<file path="config.mk">
export PLATFORM = sky130hd
export DESIGN_NAME = twtrs_top
export DESIGN_NICKNAME = d
export VERILOG_FILES = /design/src/include/twtrs_pkg.sv /design/src/include/twtrs_xfer_if.sv /design/src/verilog/twtrs_channel.sv /design/src/verilog/twtrs_datapath.sv /design/src/verilog/twtrs_top.sv
export VERILOG_INCLUDE_DIRS = /design/src /design/src/include
export SDC_FILE = /design/constraint.sdc
export NUM_CORES = 1
export LEC_CHECK = 0
export BUFFER_PORTS_ARGS = -buffer_cell sky130_fd_sc_hd__buf_2
export CORE_MARGIN = 8
export CORE_UTILIZATION = 33
export CTS_CLUSTER_DIAMETER = 60
export CTS_CLUSTER_SIZE = 10
export DETAILED_ROUTE_END_ITERATION = 6
export PLACE_DENSITY = 0.63
export SLEW_MARGIN = 0
export SYNTH_ARGS = -nofsm -noshare
export SYNTH_HDL_FRONTEND = slang
export SYNTH_SLANG_ARGS = --single-unit
</file>
<file path="constraint.sdc">
create_clock -name pclk -period 4.51 [get_ports pclk]
set_input_delay 0.2255 -clock pclk [delete_from_list [all_inputs] [get_ports pclk]]
set_output_delay 0.2255 -clock pclk [all_outputs]
set_load 0.02 [all_outputs]
</file>
<file path="src/include/twtrs_consts.svh">
// Operation
// [RULE_01] Eighteen-bit word splits over three channels, each with own buffer and shifter bits.
// [RULE_02] Host strobe loads buffer; interchange moves it to shifter; shifter shifts toward writers. The code gives no shift pulse in write mode.
// [RULE_03] Each read shift pulse loads reader bit; six bits per channel make a word.
// [RULE_04] One interchange pulse swaps buffer and shift register contents together.
// [RULE_05] After a read interchange all eighteen buffer bits go to the host.
// [RULE_06] Search mode sets data flag at time pulse 2 on a block mark.
// [RULE_07] Every raise-data-flag pulse also interchanges; search puts block number in buffer.
// [RULE_08] Search mode with writers off shifts right at time pulse 1, any direction.
// [RULE_09] Read mode raises data flag at time pulse 2 on read-data mark, then interchanges.
// [RULE_10] Read-data mark covers reverse check, last two starts, data, prefinal, final.
// [RULE_11] Read delivers reverse check word first and check-sum word last.
// [RULE_12] Read mode check mark sets block flag at time pulse 2, reported as status.
// [RULE_13] Interchange happens whenever data flag or block flag is raised.
// [RULE_14] Not writing, writers off, forward tape: shift right at time pulse 1.
// [RULE_15] Reverse tape, not write or search, writers off: shift left at time pulse 1.
// [RULE_16] Raise-data-flag pulse sets data flag flip-flop reported to host as status.
// [RULE_17] Write mode write-data mark on starts and data marks requests a buffer load.
// [RULE_18] Host must service buffer and flags before the next mark flag, else word lost.
`ifndef TWTRS_CONSTS_SVH
`define TWTRS_CONSTS_SVH
`define TWTRS_WORD_W      18
`define TWTRS_CHAN_N      3
`define TWTRS_CHAN_W      6
`define TWTRS_OFF_CTRL    32'h0000_0000
`define TWTRS_OFF_STATUS  32'h0000_0004
`define TWTRS_OFF_MASK    32'h0000_0008
`define TWTRS_OFF_BUFFER  32'h0000_000C
`define TWTRS_OFF_SHIFT   32'h0000_0010
`define TWTRS_CTRL_MODE   1:0
`define TWTRS_CTRL_WRON   2
`define TWTRS_CTRL_REV    3
`define TWTRS_ST_DATA     0
`define TWTRS_ST_BLOCK    1
`define TWTRS_RST_WORD    18'h0_0000
`endif

</file>
<file path="src/include/twtrs_pkg.sv">
package twtrs_pkg;
   typedef enum logic [1:0] {
      TWTRS_IDLE   = 2'b00,
      TWTRS_SEARCH = 2'b01,
      TWTRS_READ   = 2'b11,
      TWTRS_WRITE  = 2'b10
   } twtrs_mode_t;
endpackage

</file>
<file path="src/include/twtrs_xfer_if.sv">
`timescale 1ns/1ps
interface twtrs_xfer_if;
   logic        load;
   logic [17:0] load_data;
   logic        interchange;
   logic        shift_right;
   logic        shift_left;
   logic [2:0]  reader_bits;
   logic [17:0] buffer_word;
   logic [17:0] shift_word;
   modport ctrl (output load, load_data, interchange, shift_right, shift_left,
                 reader_bits, input buffer_word, shift_word);
   modport path (input load, load_data, interchange, shift_right, shift_left,
                 reader_bits, output buffer_word, shift_word);
endinterface

</file>
<file path="src/verilog/twtrs_channel.sv">
`timescale 1ns/1ps
`include "twtrs_consts.svh"
module twtrs_channel (
   // Clock and reset.
   input  wire logic       pclk,
   input  wire logic       presetn,
   // Control.
   input  wire logic       load,
   input  wire logic [5:0] load_data,
   input  wire logic       interchange,
   input  wire logic       shift_right,
   input  wire logic       shift_left,
   input  wire logic       reader_bit,
   // State.
   output logic [5:0]      buffer_bits,
   output logic [5:0]      shift_bits
);
   logic [5:0] buffer_nxt;
   logic [5:0] shift_nxt;

   // The swap reads both old values, so one edge exchanges them. [RULE_04]
   assign buffer_nxt = interchange ? shift_bits :
                       load        ? load_data  : buffer_bits; // [RULE_02]
   // Shift pulses bring in the reader bit; write mode gets no shift pulse, so the writers see a held shift register.
   assign shift_nxt  = interchange ? buffer_bits :
                       shift_right ? {reader_bit, shift_bits[5:1]} :
                       shift_left  ? {shift_bits[4:0], reader_bit} : shift_bits; // [RULE_03]

   always_ff @(posedge pclk or negedge presetn) begin
      if (!presetn) begin
         buffer_bits <= 6'h00;
         shift_bits  <= 6'h00;
      end else begin
         buffer_bits <= buffer_nxt;
         shift_bits  <= shift_nxt;
      end
   end
endmodule

</file>
<file path="src/verilog/twtrs_datapath.sv">
`timescale 1ns/1ps
`include "twtrs_consts.svh"
module twtrs_datapath (
   // Clock and reset.
   input  wire logic pclk,
   input  wire logic presetn,
   // Control side.
   twtrs_xfer_if.path xf
);
   // Each channel owns every third bit, as the heads interleave them. [RULE_01]
   genvar c;
   generate
      for (c = 0; c < `TWTRS_CHAN_N; c++) begin : g_chan
         logic [5:0] ld;
         logic [5:0] bb;
         logic [5:0] sb;
         for (genvar b = 0; b < `TWTRS_CHAN_W; b++) begin : g_bit
            assign ld[b] = xf.load_data[b*3+c];
            assign xf.buffer_word[b*3+c] = bb[b];
            assign xf.shift_word[b*3+c]  = sb[b];
         end
         twtrs_channel u_chan (
            .pclk        (pclk),
            .presetn     (presetn),
            .load        (xf.load),
            .load_data   (ld),
            .interchange (xf.interchange),
            .shift_right (xf.shift_right),
            .shift_left  (xf.shift_left),
            .reader_bit  (xf.reader_bits[c]),
            .buffer_bits (bb),
            .shift_bits  (sb)
         );
      end
   endgenerate
endmodule

</file>
<file path="src/verilog/twtrs_top.sv">
`timescale 1ns/1ps
`include "twtrs_consts.svh"
module twtrs_top (
   // APB slave.
   input  wire logic        pclk,
   input  wire logic        presetn,
   input  wire logic        psel,
   input  wire logic        penable,
   input  wire logic        pwrite,
   input  wire logic [31:0] paddr,
   input  wire logic [31:0] pwdata,
   output logic [31:0]      prdata,
   output logic             pready,
   output logic             pslverr,
   // Timing and mark track.
   input  wire logic        time_pulse_1,
   input  wire logic        time_pulse_2,
   input  wire logic        block_mark,
   input  wire logic        read_data_mark,
   input  wire logic        write_data_mark,
   input  wire logic        check_mark,
   // Heads.
   input  wire logic [2:0]  reader_bits,
   output logic [2:0]       writer_bits,
   // Interrupt.
   output logic             irq
);
   // Pin synchronisers; logic reads stage two, and the stage after it for the time pulse edges.
   logic [8:0] pin_s1_r;
   logic [8:0] pin_s2_r;
   logic [8:0] pin_prev_r;
   wire  [8:0] pin_raw = {reader_bits, check_mark, write_data_mark,
                          read_data_mark, block_mark, time_pulse_2, time_pulse_1};
   always_ff @(posedge pclk or negedge presetn) begin
      if (!presetn) begin
         pin_s1_r   <= 9'h000;
         pin_s2_r   <= 9'h000;
         pin_prev_r <= 9'h000;
      end else begin
         pin_s1_r   <= pin_raw;
         pin_s2_r   <= pin_s1_r;
         pin_prev_r <= pin_s2_r;
      end
   end
   // Time pulses are levels on pins; one action per pulse, on the rising edge.
   wire tp1  = pin_s2_r[0] & ~pin_prev_r[0];
   wire tp2  = pin_s2_r[1] & ~pin_prev_r[1];
   wire bm   = pin_s2_r[2];
   wire rdm  = pin_s2_r[3];
   wire wdm  = pin_s2_r[4];
   wire chk  = pin_s2_r[5];
   wire [2:0] rd_bits = pin_s2_r[8:6];

   // Control register.
   logic [3:0] ctrl_r;
   logic [1:0] status_r;
   logic [1:0] mask_r;
   twtrs_pkg::twtrs_mode_t mode;
   assign mode = twtrs_pkg::twtrs_mode_t'(ctrl_r[`TWTRS_CTRL_MODE]);
   wire writers_on        = ctrl_r[`TWTRS_CTRL_WRON];
   wire reverse_direction = ctrl_r[`TWTRS_CTRL_REV];
   wire in_search = (mode == twtrs_pkg::TWTRS_SEARCH);
   wire in_read   = (mode == twtrs_pkg::TWTRS_READ);
   wire in_write  = (mode == twtrs_pkg::TWTRS_WRITE);

   // Flag raising.
   wire search_flag = in_search & bm & tp2;            // [RULE_06]
   // The read-data mark already spans reverse check through final. [RULE_10] [RULE_11]
   wire read_flag   = in_read & rdm & tp2;             // [RULE_09]
   wire write_flag  = in_write & wdm & tp2;            // [RULE_17]
   wire raise_data_flag_pulse  = search_flag | read_flag | write_flag;
   wire raise_block_flag_pulse = in_read & chk & tp2;  // [RULE_12]
   // Both flags drive the swap, so the buffer holds the new word with the flag. [RULE_07] [RULE_13]
   wire interchange_pulse = raise_data_flag_pulse | raise_block_flag_pulse;

   // Shift pulses.
   wire shift_search      = in_search & ~writers_on & tp1;                       // [RULE_08]
   wire shift_fwd         = ~in_write & ~in_search & ~writers_on & ~reverse_direction & tp1; // [RULE_14]
   wire shift_right_pulse = shift_search | shift_fwd;
   wire shift_left_pulse  = ~in_write & ~in_search & ~writers_on & reverse_direction & tp1; // [RULE_15]

   // APB decode.
   wire acc      = psel & penable;
   // Writes land only at the edge that completes the transfer, when pready is high.
   wire wr       = acc & pwrite & pready;
   wire hit_ctrl = (paddr == `TWTRS_OFF_CTRL);
   wire hit_st   = (paddr == `TWTRS_OFF_STATUS);
   wire hit_mask = (paddr == `TWTRS_OFF_MASK);
   wire hit_buf  = (paddr == `TWTRS_OFF_BUFFER);
   wire hit_sh   = (paddr == `TWTRS_OFF_SHIFT);
   wire hit_any  = hit_ctrl | hit_st | hit_mask | hit_buf | hit_sh;
   wire host_load_strobe = wr & hit_buf;                // [RULE_02]

   twtrs_xfer_if xf ();
   assign xf.load        = host_load_strobe;
   assign xf.load_data   = pwdata[17:0];
   assign xf.interchange = interchange_pulse;           // [RULE_04]
   assign xf.shift_right = shift_right_pulse;
   assign xf.shift_left  = shift_left_pulse;
   assign xf.reader_bits = rd_bits;                     // [RULE_03]

   twtrs_datapath u_path (
      .pclk    (pclk),
      .presetn (presetn),
      .xf      (xf.path)
   );

   // Flags set by hardware win over a write-one clear in the same cycle.
   wire [1:0] st_set = {raise_block_flag_pulse, raise_data_flag_pulse}; // [RULE_16]
   wire [1:0] st_clr = (wr & hit_st) ? pwdata[1:0] : 2'b00;
   wire [1:0] st_nxt = st_set | (status_r & ~st_clr);

   // Read mux; the buffer is the host's view of the assembled word. [RULE_05]
   wire [31:0] rd_mux = hit_ctrl ? {28'h000_0000, ctrl_r} :
                        hit_st   ? {30'h0000_0000, status_r} :
                        hit_mask ? {30'h0000_0000, mask_r} :
                        hit_buf  ? {14'h0000, xf.buffer_word} :
                        hit_sh   ? {14'h0000, xf.shift_word} : 32'h0000_0000;

   // Writers take the channel ends toward the active shift direction.
   wire [2:0] wr_nxt = in_write ? (reverse_direction ? xf.shift_word[17:15]
                                                     : xf.shift_word[2:0]) : 3'b000;

   always_ff @(posedge pclk or negedge presetn) begin
      if (!presetn) begin
         ctrl_r      <= 4'h0;
         status_r    <= 2'b00;
         mask_r      <= 2'b00;
         prdata      <= 32'h0000_0000;
         pready      <= 1'b0;
         pslverr     <= 1'b0;
         irq         <= 1'b0;
         writer_bits <= 3'b000;
      end else begin
         if (wr & hit_ctrl) ctrl_r <= pwdata[3:0];
         if (wr & hit_mask) mask_r <= pwdata[1:0];
         status_r    <= st_nxt;                          // [RULE_16] [RULE_12]
         // One wait state: pready rises in the cycle after the access phase begins.
         pready      <= psel & penable & ~pready;
         pslverr     <= psel & penable & ~pready & ~hit_any;
         prdata      <= (psel & ~pwrite) ? rd_mux : 32'h0000_0000;
         irq         <= |(st_nxt & mask_r);
         writer_bits <= wr_nxt;
      end
   end
endmodule

</file>
# == Yosys cells after proc, flatten, opt, wreduce, memory -nomap -nowiden ==
# Cells that the tools add are included.
# op_classes
mux,24
bitwise_logic,49
reduce_logical,4
eq_ne,7
# ops
operator,count
two-way mux 18 bit,6
two-way mux 6 bit,15
== test 32 x 4 -> 1 bit (second input constant),2
== test 32 x 3 -> 1 bit (second input constant),1
== test 32 x 5 -> 1 bit (second input constant),1
logical NOT 32 bit,1
bitwise AND 1 bit,28
inverter 1 bit,9
OR 1 bit,8
two-way mux 3 bit,2
bitwise AND 2 bit,2
== test 2 bit (second input constant),2
nonzero test 3 bit,1
== test 2 x 1 -> 1 bit (second input constant),1
two-way mux 2 bit,1
inverter 2 bit,1
OR 2 bit,1
nonzero test 2 bit,1
OR reduction 2 bit,1
# totals
reg_bits,88
output_inout_bits,38
elab_cells,101

# == Depth between registers and ports, before layout ==
# Gate-level depths: netlist of the first run.
# logic_depth
word_depth,10
depth_mapped,8

# == Modules after synthesis ==
# Synthesis of the first run repeated with hierarchy kept, for this count alone.
# unflattened
cells_unflattened,391
hier_area_um2,4275.4
# modules_own_cells
mod,instances,cells_per_inst,area_each_um2,seq_area_each_um2
twtrs_top,1,211,2364.8,1301.2
twtrs_channel,3,60,636.9,300.3

# == Worst setup path after synthesis of the first run ==
# Ideal clock, no wire load.
# synth_timing
path_type,reg2reg
from,register ctrl_r[0]
to,register u_path.g_chan[1].u_chan.shift_bits[0]
path_slack_ns,2.624
path_buffers,1
t_arrival_ns,1.748
stages_incl_launch_ff,7
path_cell_list,dfrtp_1 > ha_1 > a222oi_1 > o21ai_1 > clkbuf_1 > nand2_1 > o21ai_1
# synth_via
elab_chain_len,9
word_cells_on_any_way,28
# synth_lines
item,line_no,text
from (decl),twtrs_top.sv:55,logic [3:0] ctrl_r;
from (signal assigned),twtrs_top.sv:135,if (wr & hit_ctrl) ctrl_r <= pwdata[3:0];
== test 2 bit or == test 2 x 1 -> 1 bit (tied branches),"twtrs_top.sv:64, twtrs_top.sv:62",
inverter 1 bit,"twtrs_top.sv:78, twtrs_top.sv:80",
bitwise AND 1 bit (2 in a row),"twtrs_top.sv:78, twtrs_top.sv:80",
bitwise AND 1 bit (2 in a row),twtrs_top.sv:78,wire shift_fwd = ~in_write & ~in_search & ~writers_on & ~reverse_direction & tp1;
OR 1 bit,twtrs_top.sv:79,wire shift_right_pulse = shift_search | shift_fwd;
two-way mux 6 bit,twtrs_channel.sv:26,"shift_right ? {reader_bit, shift_bits[5:1]} :"
two-way mux 6 bit,twtrs_channel.sv:25,assign shift_nxt = interchange ? buffer_bits :
to (signal assigned),twtrs_channel.sv:35,shift_bits <= shift_nxt;
to (decl),twtrs_channel.sv:16,output logic [5:0] shift_bits
# Several ways; a longest one is shown, not always the timed one.
# A chain may end at the register's enable or synchronous reset.

# == Worst setup path in the final report of the first run ==
# layout_timing
from,register ctrl_r[1]
to,register u_path.g_chan[0].u_chan.buffer_bits[3]
# layout_via
elab_chain_len,7
word_cells_on_any_way,16
# layout_lines
item,line_no,text
== test 2 x 1 -> 1 bit or == test 2 bit (tied branches),"twtrs_top.sv:62, twtrs_top.sv:63",
bitwise AND 1 bit (on tied branches) (2 in a row),"twtrs_top.sv:67, twtrs_top.sv:69",
OR 1 bit (2 in a row),twtrs_top.sv:71,wire raise_data_flag_pulse = search_flag | read_flag | write_flag;
OR 1 bit *,twtrs_top.sv:74,wire interchange_pulse = raise_data_flag_pulse | raise_block_flag_pulse;
two-way mux 6 bit or nonzero test 2 bit (tied branches),-,
to (signal assigned),twtrs_channel.sv:34,buffer_bits <= buffer_nxt;
to (decl),twtrs_channel.sv:15,"output logic [5:0] buffer_bits,"
# Mark *: on every way between the ends. The rest lies on a longest branch, timed or not.

==> results of run 1 <==
## sequential cells by signal (all words and copies together) (netlist names)
| name | count |
|---|---|
| ctrl_r | 4 |
| irq | 1 |
| mask_r | 2 |
| pin_prev_r | 2 |
| pin_s1_r | 9 |
| pin_s2_r | 9 |
| prdata | 18 |
| pready | 1 |
| pslverr | 1 |
| status_r | 2 |
| u_path.g_chan.u_chan.buffer_bits | 18 |
| u_path.g_chan.u_chan.shift_bits | 18 |
| writer_bits | 3 |
## layout make-up
type / instances / area, µm² / area share, %
Clock inverter: 6 / 50.05 / 0.9385
Multi-Input combinational cell: 286 / 2016 / 37.80
Inverter: 6 / 22.52 / 0.4223
Sequential cell: 88 / 2202 / 41.30
Clock buffer: 10 / 239.0 / 4.481
Timing Repair Buffer: 103 / 583.1 / 10.93
Tap cell: 176 / 220.2 / 4.130
## worst min-delay path by stage
stage | start | to | slack (ns) | cells past startpoint
2_1_floorplan | presetn | ctrl_r[0] | -0.07 | 0
3_3_place_gp | presetn | prdata[7] | 0.17 | 1
3_5_place_dp | presetn | prdata[7] | 0.18 | 1
4_1_cts | reader_bits[2] | pin_s1_r[8] | 0.002 | 1
5_1_grt | pwdata[3] | ctrl_r[3] | 0.15 | 2
6_report | pwdata[2] | ctrl_r[2] | 0.15 | 2
## layout by cell type, fill, tap and decap left out, drive strengths merged
cell         instances
a311oi               1
o22ai                2
and4                 2
and2                 1
nand4b               1
clkbuf              10
dfrtp               88
conb                14
a21oi               14
nand3b               1
nor4b                1
mux2i               23
nand2b               3
or4b                 1
ha                   3
nor3                 8
a31oi               20
a222oi               3
nor4                10
a22oi                4
or4                  2
buf                 93
inv                  8
dlygate4sd3         10
mux2                26
and3b                1
nand2               23
o21ai               26
o21a                 1
clkinv               2
o31ai               30
or3b                 1
clkinvlp             2
nor2b                7
nand4               33
nor2                24
## power by group through the flow
stage | sequential (mW) | clock (mW) | combinational, mW
detailed placement | 1.02 | 0 | 0.309
floorplan | 0.979 | 0 | 0.230
global placement | 1.02 | 0 | 0.298
finish | 1.01 | 0.719 | 0.316
CTS | 1.01 | 0.733 | 0.317
global route | 1.03 | 0.761 | 0.359
## cell families (layout without fill, tap and decap cells)
kind of cell / count (synthesis) / after routing / share of synthesized area, %
and+or+nand+nor: 119 / 119 / 16.97
AOI/OAI and AO/OA: 101 / 101 / 14.41
DFF: 88 / 88 / 49.62
buffers and inverters: 55 / 125 / 6.287
muxes: 49 / 49 / 11.78
adders and majority gates: 3 / 3 / 0.8459
other: 1 / 14 / 0.08450
## layer usage
metal | share of wire (%) | vias up | wire length [µm]
met5 | 0 | - | 0
met4 | 1.3 | 0 | 153
met3 | 5.8 | 15 | 680
met2 | 49 | 142 | 5791
met1 | 44 | 1812 | 5181
li1 | - | 1685 | -
## stage by stage
step | area (µm²) | instances | setup slack, ns | util [%] | total power [mW]
2_1_floorplan | 4487 | 429 | 2.624 | - | 1.209
3_3_place_gp | 4943 | 649 | 1.742 | 37.48 | 1.316
3_5_place_dp | 4943 | 649 | 1.714 | 37.48 | 1.332
4_1_cts | 5323 | 674 | 1.707 | 40.35 | 2.059
5_1_grt | 5333 | 675 | 1.373 | 40.43 | 2.149
6_report | 5333 | 675 | 1.662 | 40.43 | 2.049
==> results.ini, run 1 <==
[clock_tree]
clk_latency_ns = 0.34
cts_inserted_buffers = 9
hold_buffers = 9
postCtsSetupBuffers = 0
clockBufferDepth = 2
cts_root_buf = clkbuf_16
cts-resized-gates = 0
clk_pin_slew_worst_paths_ns = 0.07
h-tree-depth = 3
clock_sinks = 88
cts_tree = built

[synth]
yosys.area.top_type_share_pct = 49.62
ys_seq_area_share_pct = 49.62
synth_seq_cells = 88
synthDistinctLibCells = 44
synth_area_leaders = dfrtp_1 50%, mux2_1 6.1%, mux2i_1 5.2%
synth_top_area_cell = dfrtp_1
ys.flop_type = dfrtp_1
syn_area_um2 = 4438
synth-edff-count = 0
yosys_warnings = 0
synth_common_cells = 88 x dfrtp_1, 31 x nand4_1, 30 x o31ai_1
syn-mean-instance-area_um2 = 10.67
synth_cells = 416
yosysMostFrequentCell = dfrtp_1
synthArstFlopShare_pct = 100.0

[status]
status = complete, no violations

[worst_setup_path]
cpMaxStageDelayCell = o21a_1
critPathMaxFanout = 36
rrSetupSlack_ns = 1.66
cp-end-kind = register
worstSetupPathDepth = 5
start_kind = register
r2r_end = u_path.g_chan[0].u_chan.buffer_bits[3]
required_ns = 4.65
endpoint = u_path.g_chan[0].u_chan.buffer_bits[3]
worstPathArrival_ns = 2.99
cpPeakStageDelay_ns = 1.12
cp_num_buf_inv = 1
startpoint = ctrl_r[1]
path_class = reg -> reg
cp_cell_sequence = inv_1, ha_1, a222oi_1, o21a_1, a31oi_1
r2r_cells = 5
reg2reg_from = ctrl_r[1]
path_delay_family = compound AO/OA/AOI/OAI gates

[global_routing]
overflow = 0
antenna_found_initial = 0
grtUsageMet2_pct = 22.48
grtUsageMet3_pct = 3.735
track_usage_pct = 13.79
grt_pass1_wl_um = 19760
grt_util_met1_pct = 17.36
gr-max-usage-layer = met2
grt_max_degree = 62
grt_pass1_vias = 3787

[drt]
wl_um = 11810
vias = 3654
via_per_inst = 5.413
drt-initial-drc-count = 384
wl_per_cell_um = 17.49
drc = 0
postRouteAntennaNets = 0
dr.pass1.iters = 7

[die]
core_area_um2 = 13190
die_h_um = 132.0
initial_utilization_pct = 33.65
ios = 116
die_w_um = 132.0
die_area_um2 = 17410
rows = 42

[min_path]
hp-class = in -> reg

[final_layout]
finalNetCount = 575
area_delta_synth_final_pct = 20.16
fillers = 1280
drive_above_1_share_pct = 24.85
diodes = 0

[job]
cap_violations = 0

[timing]
setup_viol = 0
maxSlewHeadroom_pct = 11.69
fmax_mhz = 351.2
finalCriticalPeriod_ns = 2.848
tightest_slew_ns = 1.325
hold_slack_ns = 0.1453
finalSetupTns_ns = 0
rsz0062_at_grt = false
hold_viol_final = 0
period_share_pct = 63.14
slew_violations = 0
skew_ns = 0.005515

[power]
p_int_mw = 1.441
combinationalPowerShare_pct = 15.4
powerDensity_nw_per_um2 = 384.3
swShare_pct = 29.70
clockPowerShare_pct = 35.1
p_leak_nw = 2.292
vdd_ir_drop_max_v = 0.0001648
p_sw_mw = 0.6086
pwr-share-seq_pct = 49.5

[place]
gp_congestion = 0.8012
numPortBuffers = 87
dp_hpwl_um = 8091

Note: power is estimated with default switching activity, not from simulation.
==> run 2: changes to the inputs <==
Clock period 4.51 ns to 2.9 ns, I/O delays scaled along.
==> run 2 against run 1 <==
Effect of this change:
- via count decreased by 0.44%
- sequential share of layout area decreased by 0.53 points
- non-clock buffer count increased by 8
- core utilization increased by 0.52 points
- setup slack got worse by 1.0 ns
- maximum frequency increased by 27%
- critical path depth increased by 2
- cell area increased by 1.3%
- critical endpoint is now u_path.g_chan[2].u_chan.buffer_bits[3]
- highest routed layer unchanged
==> results.ini, run 2 (synthesis gave the netlist of run 1 again) <==
[status]
status = complete, no violations

[die]
die_w_um = 132.0
die_area_um2 = 17410
core_area_um2 = 13190
rows = 42
initial_utilization_pct = 33.65
ios = 116
die_h_um = 132.0

[power]
combinationalPowerShare_pct = 15.5
p_int_mw = 2.298
clockPowerShare_pct = 35.7
p_leak_nw = 2.335
p_sw_mw = 0.9244
pwr-share-seq_pct = 48.9
swShare_pct = 28.69
powerDensity_nw_per_um2 = 596.6
vdd_ir_drop_max_v = 0.0003367

[place]
gp_congestion = 0.8054
dp_hpwl_um = 8407
pre_cts_ws_ns = 0.6780
dpl_cell_area_um2 = 5004
numPortBuffers = 87

[worst_setup_path]
cp-end-kind = register
rrSetupSlack_ns = 0.65
path_delay_family = compound AO/OA/AOI/OAI gates
worstSetupPathDepth = 7
path_class = reg -> reg
reg2reg_from = ctrl_r[1]
start_kind = register
required_ns = 3.15
worstPathArrival_ns = 2.50
startpoint = ctrl_r[1]
cpMaxStageDelayCell = a222oi_1
endpoint = u_path.g_chan[2].u_chan.buffer_bits[3]
r2r_cells = 7
r2r_end = u_path.g_chan[2].u_chan.buffer_bits[3]
cpPeakStageDelay_ns = 0.67
critPathMaxFanout = 36
cp_num_buf_inv = 2
cp_cell_sequence = inv_1, ha_1, a222oi_1, o21a_1, buf_4, nor2_1, a31oi_1

[timing]
setup_slack_ns = 0.6541
maxSlewHeadroom_pct = 46.81
finalSetupTns_ns = 0
setup_viol = 0
fmax_mhz = 445.2
slew_violations = 0
rsz0062_at_grt = false
period_share_pct = 77.45
tightest_slew_ns = 0.7979
skew_ns = 0.004875
finalCriticalPeriod_ns = 2.246
hold_viol_final = 0

[drt]
drc = 0
postRouteAntennaNets = 0
dr.pass1.iters = 5
vias = 3638
drt-initial-drc-count = 309
wl_per_cell_um = 17.61
wl_um = 12030
via_per_inst = 5.327

[global_routing]
track_usage_pct = 14.11
antenna_found_initial = 0
grt_max_degree = 63
grt_pass1_wl_um = 20130
overflow = 0
grt_pass1_vias = 3860

[final_layout]
register_area_um2 = 2202
postLayoutCellArea_um2 = 5401
final_common_cell = dfrtp_1
multiInputGateArea_um2 = 2016
drive_above_1_share_pct = 26.04
diodes = 0
area_delta_synth_final_pct = 21.71
largestRegisters = prdata x18, u_path.g_chan.u_chan.buffer_bits x18, u_path.g_chan.u_chan.shift_bits x18
fillers = 1292
finalNetCount = 583
final_cell_mix = 88 x dfrtp_1, 86 x buf_2, 31 x nand4_1

[clock_tree]
clockBufferDepth = 2
cts_root_buf = clkbuf_16
h-tree-depth = 3
postCtsSetupBuffers = 0
clk_latency_ns = 0.34
clock_sinks = 88
cts-resized-gates = 0
cts_inserted_buffers = 9
cts_tree = built
clk_pin_slew_worst_paths_ns = 0.06
hold_buffers = 10

[min_path]
hp-class = in -> reg

[job]
cap_violations = 0

## run 2: cell types whose count changed in the layout (fill, tap and decap cells not counted), sizes merged
cell / previous run / this run
clkinv: 2 / 4
inv: 8 / 6
clkbuf: 10 / 9
buf: 93 / 101
bufinv: 0 / 1
## run 2: through the flow
stage	power, mW	hold slack, ns	std cells	util (%)
6_report	3.222	0.06079	683	40.95
5_1_grt	3.382	0.07688	683	40.95
4_1_cts	3.248	0.05545	683	40.95
3_5_place_dp	2.081	0.2551	657	37.93
3_3_place_gp	2.049	0.2545	657	37.93
2_1_floorplan	1.880	-0.1506	429	-
## run 2: worst reg2reg max path: stages, from the launching register on
cell and delay [ns]:
dfrtp_1 0.37, inv_1 0.09, ha_1 0.22, a222oi_1 0.67, o21a_1 0.23, buf_4 0.34
nor2_1 0.08, a31oi_1 0.16
## run 2: power groups by stage
stage               Clock, mW  Sequential [mW]  Combinational [mW]
global route             1.22             1.60               0.564
CTS                      1.17             1.57               0.502
floorplan                   0             1.52               0.357
global placement            0             1.58               0.467
finish                   1.15             1.58               0.498
detailed placement          0             1.59               0.487
## run 2: metal layers
layer / vias to the layer above / global-route usage (%) / share of wire (%)
met4: 0 / 4.659 / 1.8
li1: 1707 / - / -
met3: 14 / 3.582 / 5.3
met1: 1796 / 17.87 / 45
met2: 121 / 22.94 / 48
met5: - / 0 / 0
## run 2: cell type report
class | instances | share of cell area, %
Multi-Input combinational cell | 286 | 37.32
Clock buffer | 9 | 4.170
Tap cell | 176 | 4.077
Timing Repair Buffer | 111 | 11.91
Inverter | 6 | 0.4170
Clock inverter | 7 | 1.344
Sequential cell | 88 | 40.77
## run 2: how the worst min path moves through the flow
stage,endpoint,cells past startpoint,from
floorplan,ctrl_r[0],0,presetn
global placement,pin_s1_r[4],1,write_data_mark
detailed placement,pin_s1_r[2],1,block_mark
CTS,pready,3,penable
global route,u_path.g_chan[1].u_chan.buffer_bits[1],3,pwdata[4]
finish,pready,3,penable
